[src/bch_params.svh]
// Offsets, fixed field values, reset values and timing counts of the bridge header block
`ifndef BCH_PARAMS_SVH
`define BCH_PARAMS_SVH

// Dword byte addresses in configuration space
`define BCH_OFF_CLASS 8'h08
`define BCH_OFF_MISC 8'h0c
`define BCH_OFF_BUS 8'h18
`define BCH_OFF_IO 8'h1c
`define BCH_OFF_IO_UP 8'h30

// Fixed identification fields
`define BCH_PROG_IF 8'h00
`define BCH_SUB_CLASS 8'h04
`define BCH_BASE_CLASS 8'h06
`define BCH_HDR_KIND 8'h01
`define BCH_IO_32BIT 4'h1

// Field positions inside the dwords
`define BCH_BYTE0_LSB 0
`define BCH_BYTE1_LSB 8
`define BCH_BYTE2_LSB 16
`define BCH_BYTE3_LSB 24
`define BCH_IO_NIB_LSB 4
`define BCH_IO_LIM_LSB 12

// Reset values and limits
`define BCH_RST_BYTE 8'h00
`define BCH_RST_NIB 4'h0
`define BCH_LS_MAX 8'h10
`define BCH_IO_LOW_BASE 12'h000
`define BCH_IO_LOW_LIMIT 12'hfff

// Timing: latency timers count one unit per PCI clock
`define BCH_CLK_NS 10
`define BCH_LAT_STEP 8'h01

`endif

[src/bch_pkg.sv]
// Types shared by the bridge header block
package bch_pkg;

  // One configuration byte
  typedef logic [7:0] bch_byte_t;

  // Latency timer states
  typedef enum logic [1:0] {
    BCH_TMR_IDLE = 2'b00,
    BCH_TMR_RUN = 2'b01,
    BCH_TMR_EXPIRED = 2'b10
  } bch_tmr_e;

  // Whole state of one latency timer
  typedef struct packed {
    bch_tmr_e st;
    bch_byte_t cnt;
    logic expired;
  } bch_tmr_s;

  // Whole state of the header register block
  typedef struct packed {
    logic [31:0] rdata;
    bch_byte_t line_size;
    bch_byte_t prim_lat;
    bch_byte_t pbus;
    bch_byte_t sbus;
    bch_byte_t subbus;
    bch_byte_t slat;
    logic [3:0] io_base_hi;
    logic [3:0] io_limit_hi;
    logic [15:0] io_base_up;
    logic [15:0] io_limit_up;
    logic io_fwd;
    logic line_end;
    logic line_ok;
    logic cfg_local;
    logic cfg_behind;
  } bch_regs_s;

endpackage

[src/bch_cfg_regs.sv]
// Bridge configuration header registers with bus, window and line decode
//
// Design decision made here: strobed register access.
`timescale 1ns/10ps
`include "bch_params.svh"

// Operation
// - Revision byte fixed, read-only, writes ignored
// - Programming interface byte reads zero
// - Sub-class byte reads 04h
// - Base-class byte reads 06h
// - Primary timer loads master latency counter
// - Header-type byte reads one
// - Writable primary bus number, reset zero
// - Writable secondary bus number, reset zero
// - Writable subordinate bus number, reset zero
// - Secondary timer times unclaimed secondary accesses
// - I/O base low nibble reads one
// - I/O base nibble gives address 15:12
// - Upper base bits from separate register
// - I/O limit nibble, low bits all ones
module bch_cfg_regs #(
  parameter logic [7:0] REV_LEVEL = 8'h5a
) (
  input wire logic clk,
  input wire logic rst,
  input wire logic [7:0] cfg_addr,
  input wire logic [31:0] cfg_wdata,
  input wire logic [3:0] cfg_be,
  input wire logic cfg_wr,
  input wire logic cfg_rd,
  output logic [31:0] cfg_rdata,
  input wire logic pri_frame_start,
  input wire logic pri_frame_active,
  output logic pri_lat_expired,
  input wire logic sec_frame_start,
  input wire logic sec_unclaimed,
  output logic sec_lat_expired,
  input wire logic [31:0] io_addr,
  input wire logic io_addr_valid,
  output logic io_fwd,
  input wire logic [31:0] mem_addr,
  output logic line_end,
  output logic line_size_ok,
  output logic [7:0] line_size,
  input wire logic [7:0] cfg_bus,
  output logic cfg_local,
  output logic cfg_behind
);

  // REV_LEVEL default is an arbitrary value, not a real part code

  // Registered state and its next value
  bch_pkg::bch_regs_s s_q;
  bch_pkg::bch_regs_s s_d;

  // Assembled I/O window bounds
  logic [31:0] io_bottom;
  logic [31:0] io_top;
  // Dword index within a line and the line mask
  logic [7:0] dw_idx;
  logic [7:0] ls_mask;
  // Line size passes the power-of-two test
  logic ls_legal;

  // Merge one byte when its enable is set
  function automatic logic [7:0] wr_byte(
    input logic [7:0] old_v,
    input logic [7:0] new_v,
    input logic en
  );
    logic [7:0] res;
    res = en ? new_v : old_v;
    return res;
  endfunction

  // Merge a 16-bit field byte by byte
  function automatic logic [15:0] wr_half(
    input logic [15:0] old_v,
    input logic [15:0] new_v,
    input logic [1:0] en
  );
    logic [15:0] res;
    res[15:8] = en[1] ? new_v[15:8] : old_v[15:8];
    res[7:0] = en[0] ? new_v[7:0] : old_v[7:0];
    return res;
  endfunction

  // Window bounds from the nibbles and upper halves
  always_comb begin
    // Bottom: low twelve address bits are zero
    io_bottom = {s_q.io_base_up, s_q.io_base_hi, `BCH_IO_LOW_BASE};
    // Top: low twelve address bits are ones
    io_top = {s_q.io_limit_up, s_q.io_limit_hi, `BCH_IO_LOW_LIMIT};
  end

  // Line geometry for memory write and invalidate and prefetch
  always_comb begin
    // Dword index; eight bits cover the largest legal line
    dw_idx = mem_addr[9:2];
    // Mask of dwords within one line
    ls_mask = s_q.line_size - `BCH_LAT_STEP;
    // Software is trusted for power of two; still checked here
    ls_legal = ((s_q.line_size & ls_mask) == `BCH_RST_BYTE)
               && (s_q.line_size <= `BCH_LS_MAX);
  end

  // Next-state logic: bus slave plus decoders
  always_comb begin
    s_d = s_q;
    // Read data stand for one cycle only
    s_d.rdata = 32'h0000_0000;

    // Register reads
    if (cfg_rd) begin
      case (cfg_addr)
        // Identification dword, all fixed
        `BCH_OFF_CLASS: begin
          s_d.rdata[31:24] = `BCH_BASE_CLASS;
          s_d.rdata[23:16] = `BCH_SUB_CLASS;
          s_d.rdata[15:8] = `BCH_PROG_IF;
          s_d.rdata[7:0] = REV_LEVEL;
        end
        // Line size, primary timer, layout kind
        `BCH_OFF_MISC: begin
          s_d.rdata[23:16] = `BCH_HDR_KIND;
          s_d.rdata[15:8] = s_q.prim_lat;
          s_d.rdata[7:0] = s_q.line_size;
        end
        // Bus numbering and secondary timer
        `BCH_OFF_BUS: begin
          s_d.rdata = {s_q.slat, s_q.subbus, s_q.sbus, s_q.pbus};
        end
        // I/O base and limit bytes; upper half lives elsewhere
        `BCH_OFF_IO: begin
          s_d.rdata[15:12] = s_q.io_limit_hi;
          s_d.rdata[11:8] = `BCH_IO_32BIT;
          s_d.rdata[7:4] = s_q.io_base_hi;
          s_d.rdata[3:0] = `BCH_IO_32BIT;
        end
        // Upper sixteen bits of base and limit
        `BCH_OFF_IO_UP: begin
          s_d.rdata = {s_q.io_limit_up, s_q.io_base_up};
        end
        // Unmapped addresses read as zero
        default: begin
          s_d.rdata = 32'h0000_0000;
        end
      endcase
    end

    // Register writes; fixed fields have no storage to change
    if (cfg_wr) begin
      case (cfg_addr)
        // Only the two low bytes are writable here
        `BCH_OFF_MISC: begin
          s_d.line_size = wr_byte(s_q.line_size,
                                  cfg_wdata[7:0], cfg_be[0]);
          s_d.prim_lat = wr_byte(s_q.prim_lat,
                                 cfg_wdata[15:8], cfg_be[1]);
        end
        // All four bytes writable
        `BCH_OFF_BUS: begin
          s_d.pbus = wr_byte(s_q.pbus, cfg_wdata[7:0], cfg_be[0]);
          s_d.sbus = wr_byte(s_q.sbus, cfg_wdata[15:8], cfg_be[1]);
          s_d.subbus = wr_byte(s_q.subbus,
                               cfg_wdata[23:16], cfg_be[2]);
          s_d.slat = wr_byte(s_q.slat,
                             cfg_wdata[31:24], cfg_be[3]);
        end
        // Upper nibbles only; low nibbles are fixed
        `BCH_OFF_IO: begin
          if (cfg_be[0]) begin
            s_d.io_base_hi = cfg_wdata[7:4];
          end
          if (cfg_be[1]) begin
            s_d.io_limit_hi = cfg_wdata[15:12];
          end
        end
        // Upper halves of the window
        `BCH_OFF_IO_UP: begin
          s_d.io_base_up = wr_half(s_q.io_base_up,
                                   cfg_wdata[15:0], cfg_be[1:0]);
          s_d.io_limit_up = wr_half(s_q.io_limit_up,
                                    cfg_wdata[31:16], cfg_be[3:2]);
        end
        // Identification dword and unmapped: dropped silently
        default: begin
          s_d.pbus = s_q.pbus;
        end
      endcase
    end

    // I/O forward decision; an empty window never hits
    s_d.io_fwd = io_addr_valid
                 && (io_addr >= io_bottom)
                 && (io_addr <= io_top);

    // Line end: zero or illegal size stops after every dword
    s_d.line_ok = ls_legal && (s_q.line_size != `BCH_RST_BYTE);
    if (s_d.line_ok) begin
      s_d.line_end = ((dw_idx & ls_mask) == ls_mask);
    end else begin
      s_d.line_end = 1'b1;
    end

    // Configuration routing from the bus numbers
    s_d.cfg_local = (cfg_bus == s_q.sbus);
    s_d.cfg_behind = (cfg_bus > s_q.sbus)
                     && (cfg_bus <= s_q.subbus);
  end

  // State register; every writable field resets to zero
  always_ff @(posedge clk or posedge rst) begin
    if (rst) begin
      s_q <= '0;
    end else begin
      s_q <= s_d;
    end
  end

  // Primary master latency timer
  bch_lat_timer u_pri_tmr (
    .clk(clk),
    .rst(rst),
    .load_val(s_q.prim_lat),
    .start(pri_frame_start),
    .active(pri_frame_active),
    .expired(pri_lat_expired)
  );

  // Secondary timer watches accesses nobody has claimed
  bch_lat_timer u_sec_tmr (
    .clk(clk),
    .rst(rst),
    .load_val(s_q.slat),
    .start(sec_frame_start),
    .active(sec_unclaimed),
    .expired(sec_lat_expired)
  );

  // Outputs straight from the state register
  assign cfg_rdata = s_q.rdata;
  assign io_fwd = s_q.io_fwd;
  assign line_end = s_q.line_end;
  assign line_size_ok = s_q.line_ok;
  assign line_size = s_q.line_size;
  assign cfg_local = s_q.cfg_local;
  assign cfg_behind = s_q.cfg_behind;

endmodule

[src/bch_lat_timer.sv]
// Master latency timer: loads a count at frame start and flags expiry
`timescale 1ns/10ps
`include "bch_params.svh"

module bch_lat_timer (
  input wire logic clk,
  input wire logic rst,
  input wire logic [7:0] load_val,
  input wire logic start,
  input wire logic active,
  output logic expired
);

  // Current and next state
  bch_pkg::bch_tmr_s s_q;
  bch_pkg::bch_tmr_s s_d;

  // Next state: count down while the frame lasts
  always_comb begin
    s_d = s_q;
    unique case (s_q.st)
      // Waiting for the master to open a frame
      bch_pkg::BCH_TMR_IDLE: begin
        if (start) begin
          s_d.cnt = load_val;
          s_d.st = bch_pkg::BCH_TMR_RUN;
        end
      end
      // Counting clocks; zero load expires at once
      bch_pkg::BCH_TMR_RUN: begin
        if (!active) begin
          s_d.st = bch_pkg::BCH_TMR_IDLE;
        end else if (s_q.cnt == `BCH_RST_BYTE) begin
          s_d.st = bch_pkg::BCH_TMR_EXPIRED;
        end else begin
          s_d.cnt = s_q.cnt - `BCH_LAT_STEP;
        end
      end
      // Held until the frame ends
      bch_pkg::BCH_TMR_EXPIRED: begin
        if (!active) begin
          s_d.st = bch_pkg::BCH_TMR_IDLE;
        end
      end
      // Two-bit code 2'b11 is illegal
      default: begin
        s_d.st = bch_pkg::BCH_TMR_IDLE;
      end
    endcase
    s_d.expired = (s_d.st == bch_pkg::BCH_TMR_EXPIRED);
  end

  // State register
  always_ff @(posedge clk or posedge rst) begin
    if (rst) begin
      s_q <= '0;
    end else begin
      s_q <= s_d;
    end
  end

  assign expired = s_q.expired;

endmodule

[config.mk]
export PLATFORM = sky130hd
export DESIGN_NAME = bch_cfg_regs
export DESIGN_NICKNAME = d
export VERILOG_FILES = /design/src/bch_pkg.sv /design/src/bch_cfg_regs.sv /design/src/bch_lat_timer.sv
export VERILOG_INCLUDE_DIRS = /design/src
export SDC_FILE = /design/constraint.sdc
export NUM_CORES = 1
export LEC_CHECK = 0
export BUFFER_PORTS_ARGS = -buffer_cell sky130_fd_sc_hd__buf_2
export CORE_UTILIZATION = 45
export DETAILED_ROUTE_END_ITERATION = 6
export GPL_TIMING_DRIVEN = 0
export PLACE_DENSITY = 0.68
export SLEW_MARGIN = 20
export SYNTH_ARGS = -nofsm -noshare
export SYNTH_HDL_FRONTEND = slang
export SYNTH_HIERARCHICAL = 1
export SYNTH_SLANG_ARGS = --single-unit
[constraint.sdc]
create_clock -name clk -period 4.9 [get_ports clk]
set_input_delay 0.49 -clock clk [delete_from_list [all_inputs] [get_ports clk]]
set_output_delay 0.49 -clock clk [all_outputs]
set_load 0.01 [all_outputs]
* Word-level counts from Yosys, hierarchy flattened
Cells that the tools add are included.
Storage, ports and cells: word-level logic and storage cells 101, bits of input ports 125, register bits after elaboration 147, output and inout port bits 47
Operators by class: muxes and demuxes 21, bitwise gates (word level) 2, reductions and logical operators 27, magnitude comparators 5, equality and inequality tests 19, add/subtract/negate cells 3
Operators with widths (count):
- one-hot mux 16 bit (5 select lines) | 1
- AND reduction 3 bit | 12
- greater-or-equal comparator 32 bit | 1
- <= comparator 32 bit | 1
- two-way mux 32 bit | 1
- two-way mux 8 bit | 4
- one-hot mux 8 bit (2 select lines) | 2
- one-hot mux 8 bit (4 select lines) | 1
- zero test 8 bit | 3
- one-hot mux 8 bit (3 select lines) | 1
- subtractor 8 x 1 -> 8 bit, second input constant | 3
- two-way mux 10 bit | 2
- bitwise AND 8 bit | 2
- equality test 8 x 4 -> 1 bit, second input constant | 2
- equality test 8 x 5 -> 1 bit, second input constant | 2
- equality test 8 bit | 2
- two-way mux 2 bit | 6
- != test 2 bit, second input constant | 6
- one-hot mux 2 bit (3 select lines) | 2
- equality test 2 bit, second input constant | 4
- equality test 8 x 6 -> 1 bit, second input constant | 1
- > comparator 8 bit | 1
- <= comparator 8 x 5 -> 1 bit, second input constant | 1
- <= comparator 8 bit | 1
- 7 further kinds | 15

* Logic depth before layout (Yosys ltp)
Gate-level depths: netlist (run 1).
word-level depth 6, gate-level depth with buffers 9, depth with buffers taken out 9

* Hierarchy
The synthesis (run 1) kept the hierarchy.
Modules (own cells, without submodules):
- bch_cfg_regs | instances 1, cells each 618, area an instance 6860.3 um^2, sequential area each 3128.0 um^2
- bch_lat_timer | instances 2, cells each 79, area an instance 691.9 um^2, sequential area each 275.3 um^2

* Worst setup path after synthesis (run 1)
OpenSTA, ideal clock, no wires.
path type input port to flip-flop, start input cfg_addr[1], end register s_q, in the netlist line_size[2], path buffers 2, library setup time 0.127 ns, slack 2.260 ns, data required time 4.773 ns, cell stages on the path 7, data arrival time 2.513 ns, cells stage by stage or4_1 -> or3b_1 -> buf_2 -> nor3b_4 -> and3_1 -> buf_4 -> mux2_1
Between the ends: cells in the longest elaborated chain, start to end 2
RTL lines:
- start, declared | line bch_cfg_regs.sv:27 | input wire logic [7:0] cfg_addr,
- equality test 8 x 4 -> 1 bit | line bch_cfg_regs.sv:154 | case (cfg_addr)
- AND reduction 3 bit (no line)
- end signal, assigned | line bch_cfg_regs.sv:216 | s_q <= '0;
- end signal, assigned | line bch_cfg_regs.sv:218 | s_q <= s_d;
- end, declared | line bch_cfg_regs.sv:54 | bch_pkg::bch_regs_s s_q;
Every way passes these cells. A chain may end at the register's enable or synchronous reset.

==> results of run 1 <==
-- flip-flops by register name, summed over array words and instances (netlist names) --
register           count
cfg_behind             1
u_pri_tmr/expired      1
line_size              8
line_end               1
io_bottom             20
u_sec_tmr/s_q         10
io_top                20
u_pri_tmr/s_q         10
u_sec_tmr/expired      1
line_size_ok           1
cfg_local              1
s_q                   40
cfg_rdata             32
io_fwd                 1
-- synthesized netlist by cell type, drive strengths merged --
library cell / instances
a222oi: 12
nor4: 11
or3b: 1
xnor2: 1
mux2: 79
and2b: 2
a21oi: 46
o22ai: 8
nor3b: 1
o221ai: 1
clkbuf: 16
and4: 1
or2: 6
and3: 16
buf: 56
o21ai: 31
a22oi: 13
or3: 2
nor2: 28
a2111oi: 1
nor2b: 25
mux2i: 4
o41ai: 1
nor4b: 1
a211oi: 1
ha: 69
dfrtp: 147
a22o: 1
nor3: 8
o31ai: 7
o21a: 2
inv: 75
nand4: 16
a32oi: 4
nand3: 13
or4: 8
a221oi: 9
nand2b: 6
nand2: 30
a211o: 1
a31oi: 8
a21o: 8
-- per-layer routing --
| metal | GRT usage | part of all wire | vias up |
|---|---|---|---|
| li1 | - | - | 3087 |
| met2 | 0.355 | 0.46 | 238 |
| met1 | 0.335 | 0.46 | 3168 |
| met5 | 0 | 0.0010 | - |
| met3 | 0.0611 | 0.067 | 20 |
| met4 | 0.0800 | 0.014 | 4 |
-- logic make-up after synthesis --
kind of cell	after synthesis	share of synthesized area
adder cells (fa/ha/maj)	69	0.105
AND/OR/NAND/NOR	175	0.121
XOR/XNOR	1	0.00106
flip-flops	147	0.446
AO/OA/AOI/OAI	154	0.121
buffers and inverters	147	0.0900
multiplexers	83	0.116
-- cell type report --
class / instances / area [µm²] / share of cell area
diodes: 3 / 7.51 / 0.000758
plain buffers: 72 / 460 / 0.0465
clock buffers: 19 / 453 / 0.0458
clock inverters: 13 / 148 / 0.0149
inverters: 75 / 289 / 0.0292
multi-input cells: 482 / 3820 / 0.386
flip-flops and latches: 147 / 3680 / 0.372
well taps: 229 / 287 / 0.0289
repair buffers: 146 / 753 / 0.0761
-- final timing paths --
kind	startpoint	endpoint	slack, ns	cells past startpoint
min reg2reg	s_q[71]	s_q[71]	0.51	1
max reg2reg	io_bottom[15]	io_fwd	2.72	8
max in group asynchronous	rst	cfg_behind	4.13	3
min in group clk	cfg_wdata[21]	s_q[58]	0.30	3
min	rst	cfg_rdata[27]	0.11	2
max	cfg_addr[1]	cfg_rdata[16]	2.06	7
-- power breakdown --
group | internal, mW | switching (mW)
registers | 1.30 | 0.0841
logic | 0.306 | 0.424
clock network | 0.783 | 0.533
-- placed cells by master, fill, tap and decap left out, drive strengths merged, types with 12 or more instances in the layout --
cell      n
nor2b    25
mux2     79
nand2    30
nand3    13
inv      79
nand4    16
a21oi    46
nor2     28
a222oi   12
ha       69
and3     16
clkbuf   35
o21ai    31
a22oi    13
dfrtp   147
buf     202
==> results.md, run 1 <==
* Status: completed
* Critical Path Sink Type: flip-flop
* Power Dens Cells at ~350 nW/µm²
* Worst-path clk slew at 0.06 ns
* CP most frequent cell: clkbuf_1
* Transition time of the tightest slew-check pin at between 1 and 1.5 ns
* CP arrival at 3.18 ns
* Syn. warnings at 6
* Max_slew headroom at 0.303
* GRT Residual Overflow at 0
* Max cap viols at 0
* RSZ-0062 raised after global routing: false
* Worst hold path class: input pin to asynchronous set/reset pin
* Dpl cell area at 9290 µm²
* DPL Wire Length at 16100 µm
* First-pass GRT wire length at 33200 µm
* Layout Utilization at 0.551
* Die height at 137 µm
* Final ANT Viol Nets at 0
* DR iter-0 viols at ~460
* Fraction of layout cells with a size suffix above 1 at 0.330
* CP Max Fanout at 10
* Worst VDD drop at 0.266 mV
* Postcts setup bufs at 0
* Synth top area share at 0.446
* Hold Vio Cnt, Final at 0
* Total CTS buffers at 17
* Vias in the first global route at 6163
* Final Cell Area at 9900 µm²
* CP max stage cell: clkbuf_1
* Nets at 1135
* Die width at 137 µm
* Worst Skew at 0.00652 ns
* Syn_nets at 970
* Leakage power at 4.90 nW
* Clk root buf: clkbuf_16
* Setup TNS at 0 ns
* Post-CTS sizing at 0
* Pins Over Slew Limit at 0
* 1st-pass router iterations at 6
* # rows at just under 50
* Post-CTS Hold Fix Bufs at 0
* Seq/Total Area, Yosys at 0.446
* CTS sink cnt at 147
* Synth area leaders: dfrtp_1, ha_1, mux2_2
* Routed length per instance at approximately 18 µm
* Synthesized instance count at 776
* Starting Density at 0.459
* GPL Wtd Cong at 0.897
* Area leader, netlist: dfrtp_1
* Buffers & Inverters on Critical Path at 3
* Worst-Skew Late Latency at 0.42 ns
* Tot Pwr at 3.43 mW
* CP cell instances: buf_2 > or4_1 > nor4b_1 > clkbuf_1 > clkbuf_1 > o21ai_0 > nor2_1
* Minimum clock period at ~2.8 ns
* Cells after DPL at 1151
* Die Area at 18900 µm²
* Cell variety after synth at 52
* CTS tree: done
* Non-filler cells, final at 1186
* Startpoint Class: input pin
* Placement Setup Slack at 1.70 ns
* H-Tree Depth at 4
* Kind of critical path: input pin to flip-flop
* Critical path data required time at 5.23 ns
* Total core area at 18000 µm²
* Crit share post-route at 0.580
* Clock buffer depth at 2
* Synthesis-stage register bit count at 147
* DR DRC count at 0
* Hold WS at 0.111 ns
* Via count at approximately 6500
* Final wirelength at between 20000 and 25000 µm
* Num ports at approximately 170
* I/O Buffers at 145
* Worst path max stage delay at 0.57 ns
* GRT Util Overall at 0.238
* Vias per cell at 5.49
* # setup viols final at 0
* Post-Syn Area per Cell at 10.6 µm²
* Family with the most delay on the worst path: simple AND/OR/NAND/NOR gates
* Final worst setup slack at 2.06 ns
* Fillers at around 1600
* Area grow syn2layout at 20.1%
* Mapped Area at 8240 µm²
* Fmax at 352 MHz
* Pin count of the biggest net entering global routing at 68
* Antenna violations before repair at 4
Note: power is estimated with default switching activity, not from simulation.
==> run 2, diff against run 1 <==
--- a/config.mk
+++ b/config.mk
@@ -10,7 +10,7 @@
 export CORE_UTILIZATION = 45
 export DETAILED_ROUTE_END_ITERATION = 6
 export GPL_TIMING_DRIVEN = 0
-export PLACE_DENSITY = 0.68
+export PLACE_DENSITY = 0.7
 export SLEW_MARGIN = 20
 export SYNTH_ARGS = -nofsm -noshare
 export SYNTH_HDL_FRONTEND = slang
==> constraint.sdc (replaced) <==
create_clock -name clk -period 2.5 [get_ports clk]
set_input_delay 0.25 -clock clk [delete_from_list [all_inputs] [get_ports clk]]
set_output_delay 0.25 -clock clk [all_outputs]
set_load 0.01 [all_outputs]
==> results.md, run 2 (synthesized netlist as in run 1, its figures left out) <==
* Status: completed
* Via count at 6562 (+0.69%)
* Most frequent cells in the layout: buf_2, dfrtp_1, inv_1
* Leakage power at 4.97 nW (+1.4%)
* Total core area at 18000 µm² (unchanged)
* Crit share post-route at 0.921
* DR DRC count at 0 (unchanged)
* Cells after DPL at 1154 (+0.26%)
* # rows at 49 (unchanged)
* GRT Util Overall at 0.237 (-0.000857)
* Fmax at between 400 and 500 MHz
* Power Dens Cells at 672 nW/µm² (+94%)
* GRT Residual Overflow at 0 (unchanged)
* Worst-path clk slew at 0.07 ns (about the same)
* Max FFs per register at 40 (unchanged)
* Num ports at 172 (unchanged)
* Final Cell Area at 10000 µm² (+1.1%)
* Fraction of layout cells with a size suffix above 1 at 0.339 (+0.00904)
* Final wirelength at 21200 µm (-0.31%)
* # setup viols final at 0 (unchanged)
* Dpl cell area at 9360 µm² (+0.69%)
* Final ANT Viol Nets at 0 (unchanged)
* First-pass GRT wire length at 33100 µm (-0.44%)
* DR iter-0 viols at 530 (+15%)
* Antenna violations before repair at 4 (unchanged)
* Tot Pwr at 6.72 mW (+96%)
* Setup TNS at 0 ns (unchanged)
* Vias in the first global route at 6179 (+0.26%)
* Die height at 137 µm (unchanged)
* CP Max Fanout at 10 (unchanged)
* Starting Density at 0.459 (unchanged)
* Startpoint Class: input pin
* Die Area at 18900 µm² (unchanged)
* Worst hold path class: input pin to flip-flop
* Clock buffer depth at 2 (unchanged)
* Final worst setup slack at 0.197 ns (-1.86 ns)
* Area grow syn2layout at 21.4%
* Critical path data required time at 2.82 ns (-2.41 ns)
* Max_slew headroom at 0.496 (+0.193)
* RSZ-0062 raised after global routing: false
* Critical Path Sink Type: flip-flop
* Pins Over Slew Limit at 0 (unchanged)
* Worst-Skew Late Latency at 0.44 ns (+0.02 ns)
* Non-filler cells, final at 1194 (+0.67%)
* 1st-pass router iterations at 7 (+1)
* Transition time of the tightest slew-check pin at 0.752 ns (-0.285 ns)
* DPL Wire Length at 16400 µm (+1.5%)
* Kind of critical path: input pin to flip-flop
* Total CTS buffers at 17 (unchanged)
* Placement Setup Slack at -0.500 ns (-2.20 ns)
* Most flop-heavy register: s_q
* CTS tree: done
* Routed length per instance at 17.8 µm (-0.97%)
* CP arrival at 2.62 ns (-0.56 ns)
* Die width at 137 µm (unchanged)
* Nets at 1142 (+0.62%)
* Clk root buf: clkbuf_16
* Worst Skew at 0.0167 ns (+0.0101 ns)
* Hold Vio Cnt, Final at 0 (unchanged)
* GPL Wtd Cong at 0.869 (-3.2%)
* Vias per cell at 5.50 (about the same)
* Commonest non-fill, non-tap cell in the layout: buf_2
* CTS sink cnt at 147 (unchanged)
* Worst VDD drop at 0.614 mV (+130%)
* Minimum clock period at between 2 and 2.5 ns
* I/O Buffers at 145 (unchanged)
* H-Tree Depth at 4 (unchanged)
* Max cap viols at 0 (unchanged)
* Pin count of the biggest net entering global routing at 35 (-49%)
## run 2: cell types whose count changed in the layout (fill, tap and decap cells not counted), moves of 2 or more
| cell | previous run | this run |
|---|---|---|
| buf_12 | 0 | 2 |
| buf_4 | 41 | 44 |
| clkbuf_1 | 16 | 12 |
| clkbuf_2 | 0 | 4 |
| inv_8 | 1 | 4 |
## run 2: what timing repair did
item	4_1_cts	5_1_grt
setup endpoints to repair	1	61
gates cloned	0	0
hold endpoints to repair	48	0
setup buffers	0	3
resized for setup	1	6
hold buffers	1	0
pin swaps	0	1
## run 2: through the flow
step	util	hold WS, ns
final	0.557	0.0459
after global routing	0.557	0.0356
after CTS	0.555	0.0384
after detailed placement	0.521	0.326
after global placement	0.515	0.325
after floorplan	-	0.102
## run 2: path summary, 6_finish.rpt
check	startpoint	end	slack, ns	cells past startpoint
max	cfg_addr[1]	cfg_rdata[7]	0.20	9
min reg2reg	s_q[70]	s_q[70]	0.51	1
max in group asynchronous	rst	cfg_behind	1.13	6
min	cfg_wdata[23]	s_q[60]	0.05	3
max reg2reg	io_bottom[15]	io_fwd	0.31	8
min in group asynchronous	rst	u_sec_tmr/s_q[4]	0.41	3
## run 2: power by group
part	switching [mW]	internal, mW
sequential	0.164	2.54
clock	1.13	1.45
combinational	0.826	0.611
total	2.12	4.60
## run 2: routing by layer
metal  up-vias  part of all wire  global-route usage  wire length (µm)
li1       3100                 -                   -                 -
met1      3203              0.47               0.331              9880
met2       229              0.46               0.362              9740
met3        28             0.058              0.0508              1220
met4         2             0.016              0.0836               340
met5         -           0.00061                   0                13
## run 2: cell type report
cell class                 count  area, µm²
buffer                        72        465
clock buffer                  18        439
inverter                      75        285
clock inverter                14        159
sequential                   147       3680
multi-input combinational    482       3830
fill                        1598       7960
antenna                        4       10.0
tap                          229        287
timing repair buffer         153        853
## run 2: critical path: stages
cell,delay [ns]
buf_2,0.09
or4_1,0.53
or3b_1,0.39
buf_2,0.18
inv_1,0.08
and3_1,0.20
clkbuf_1,0.48
a222oi_1,0.16
a21oi_1,0.25
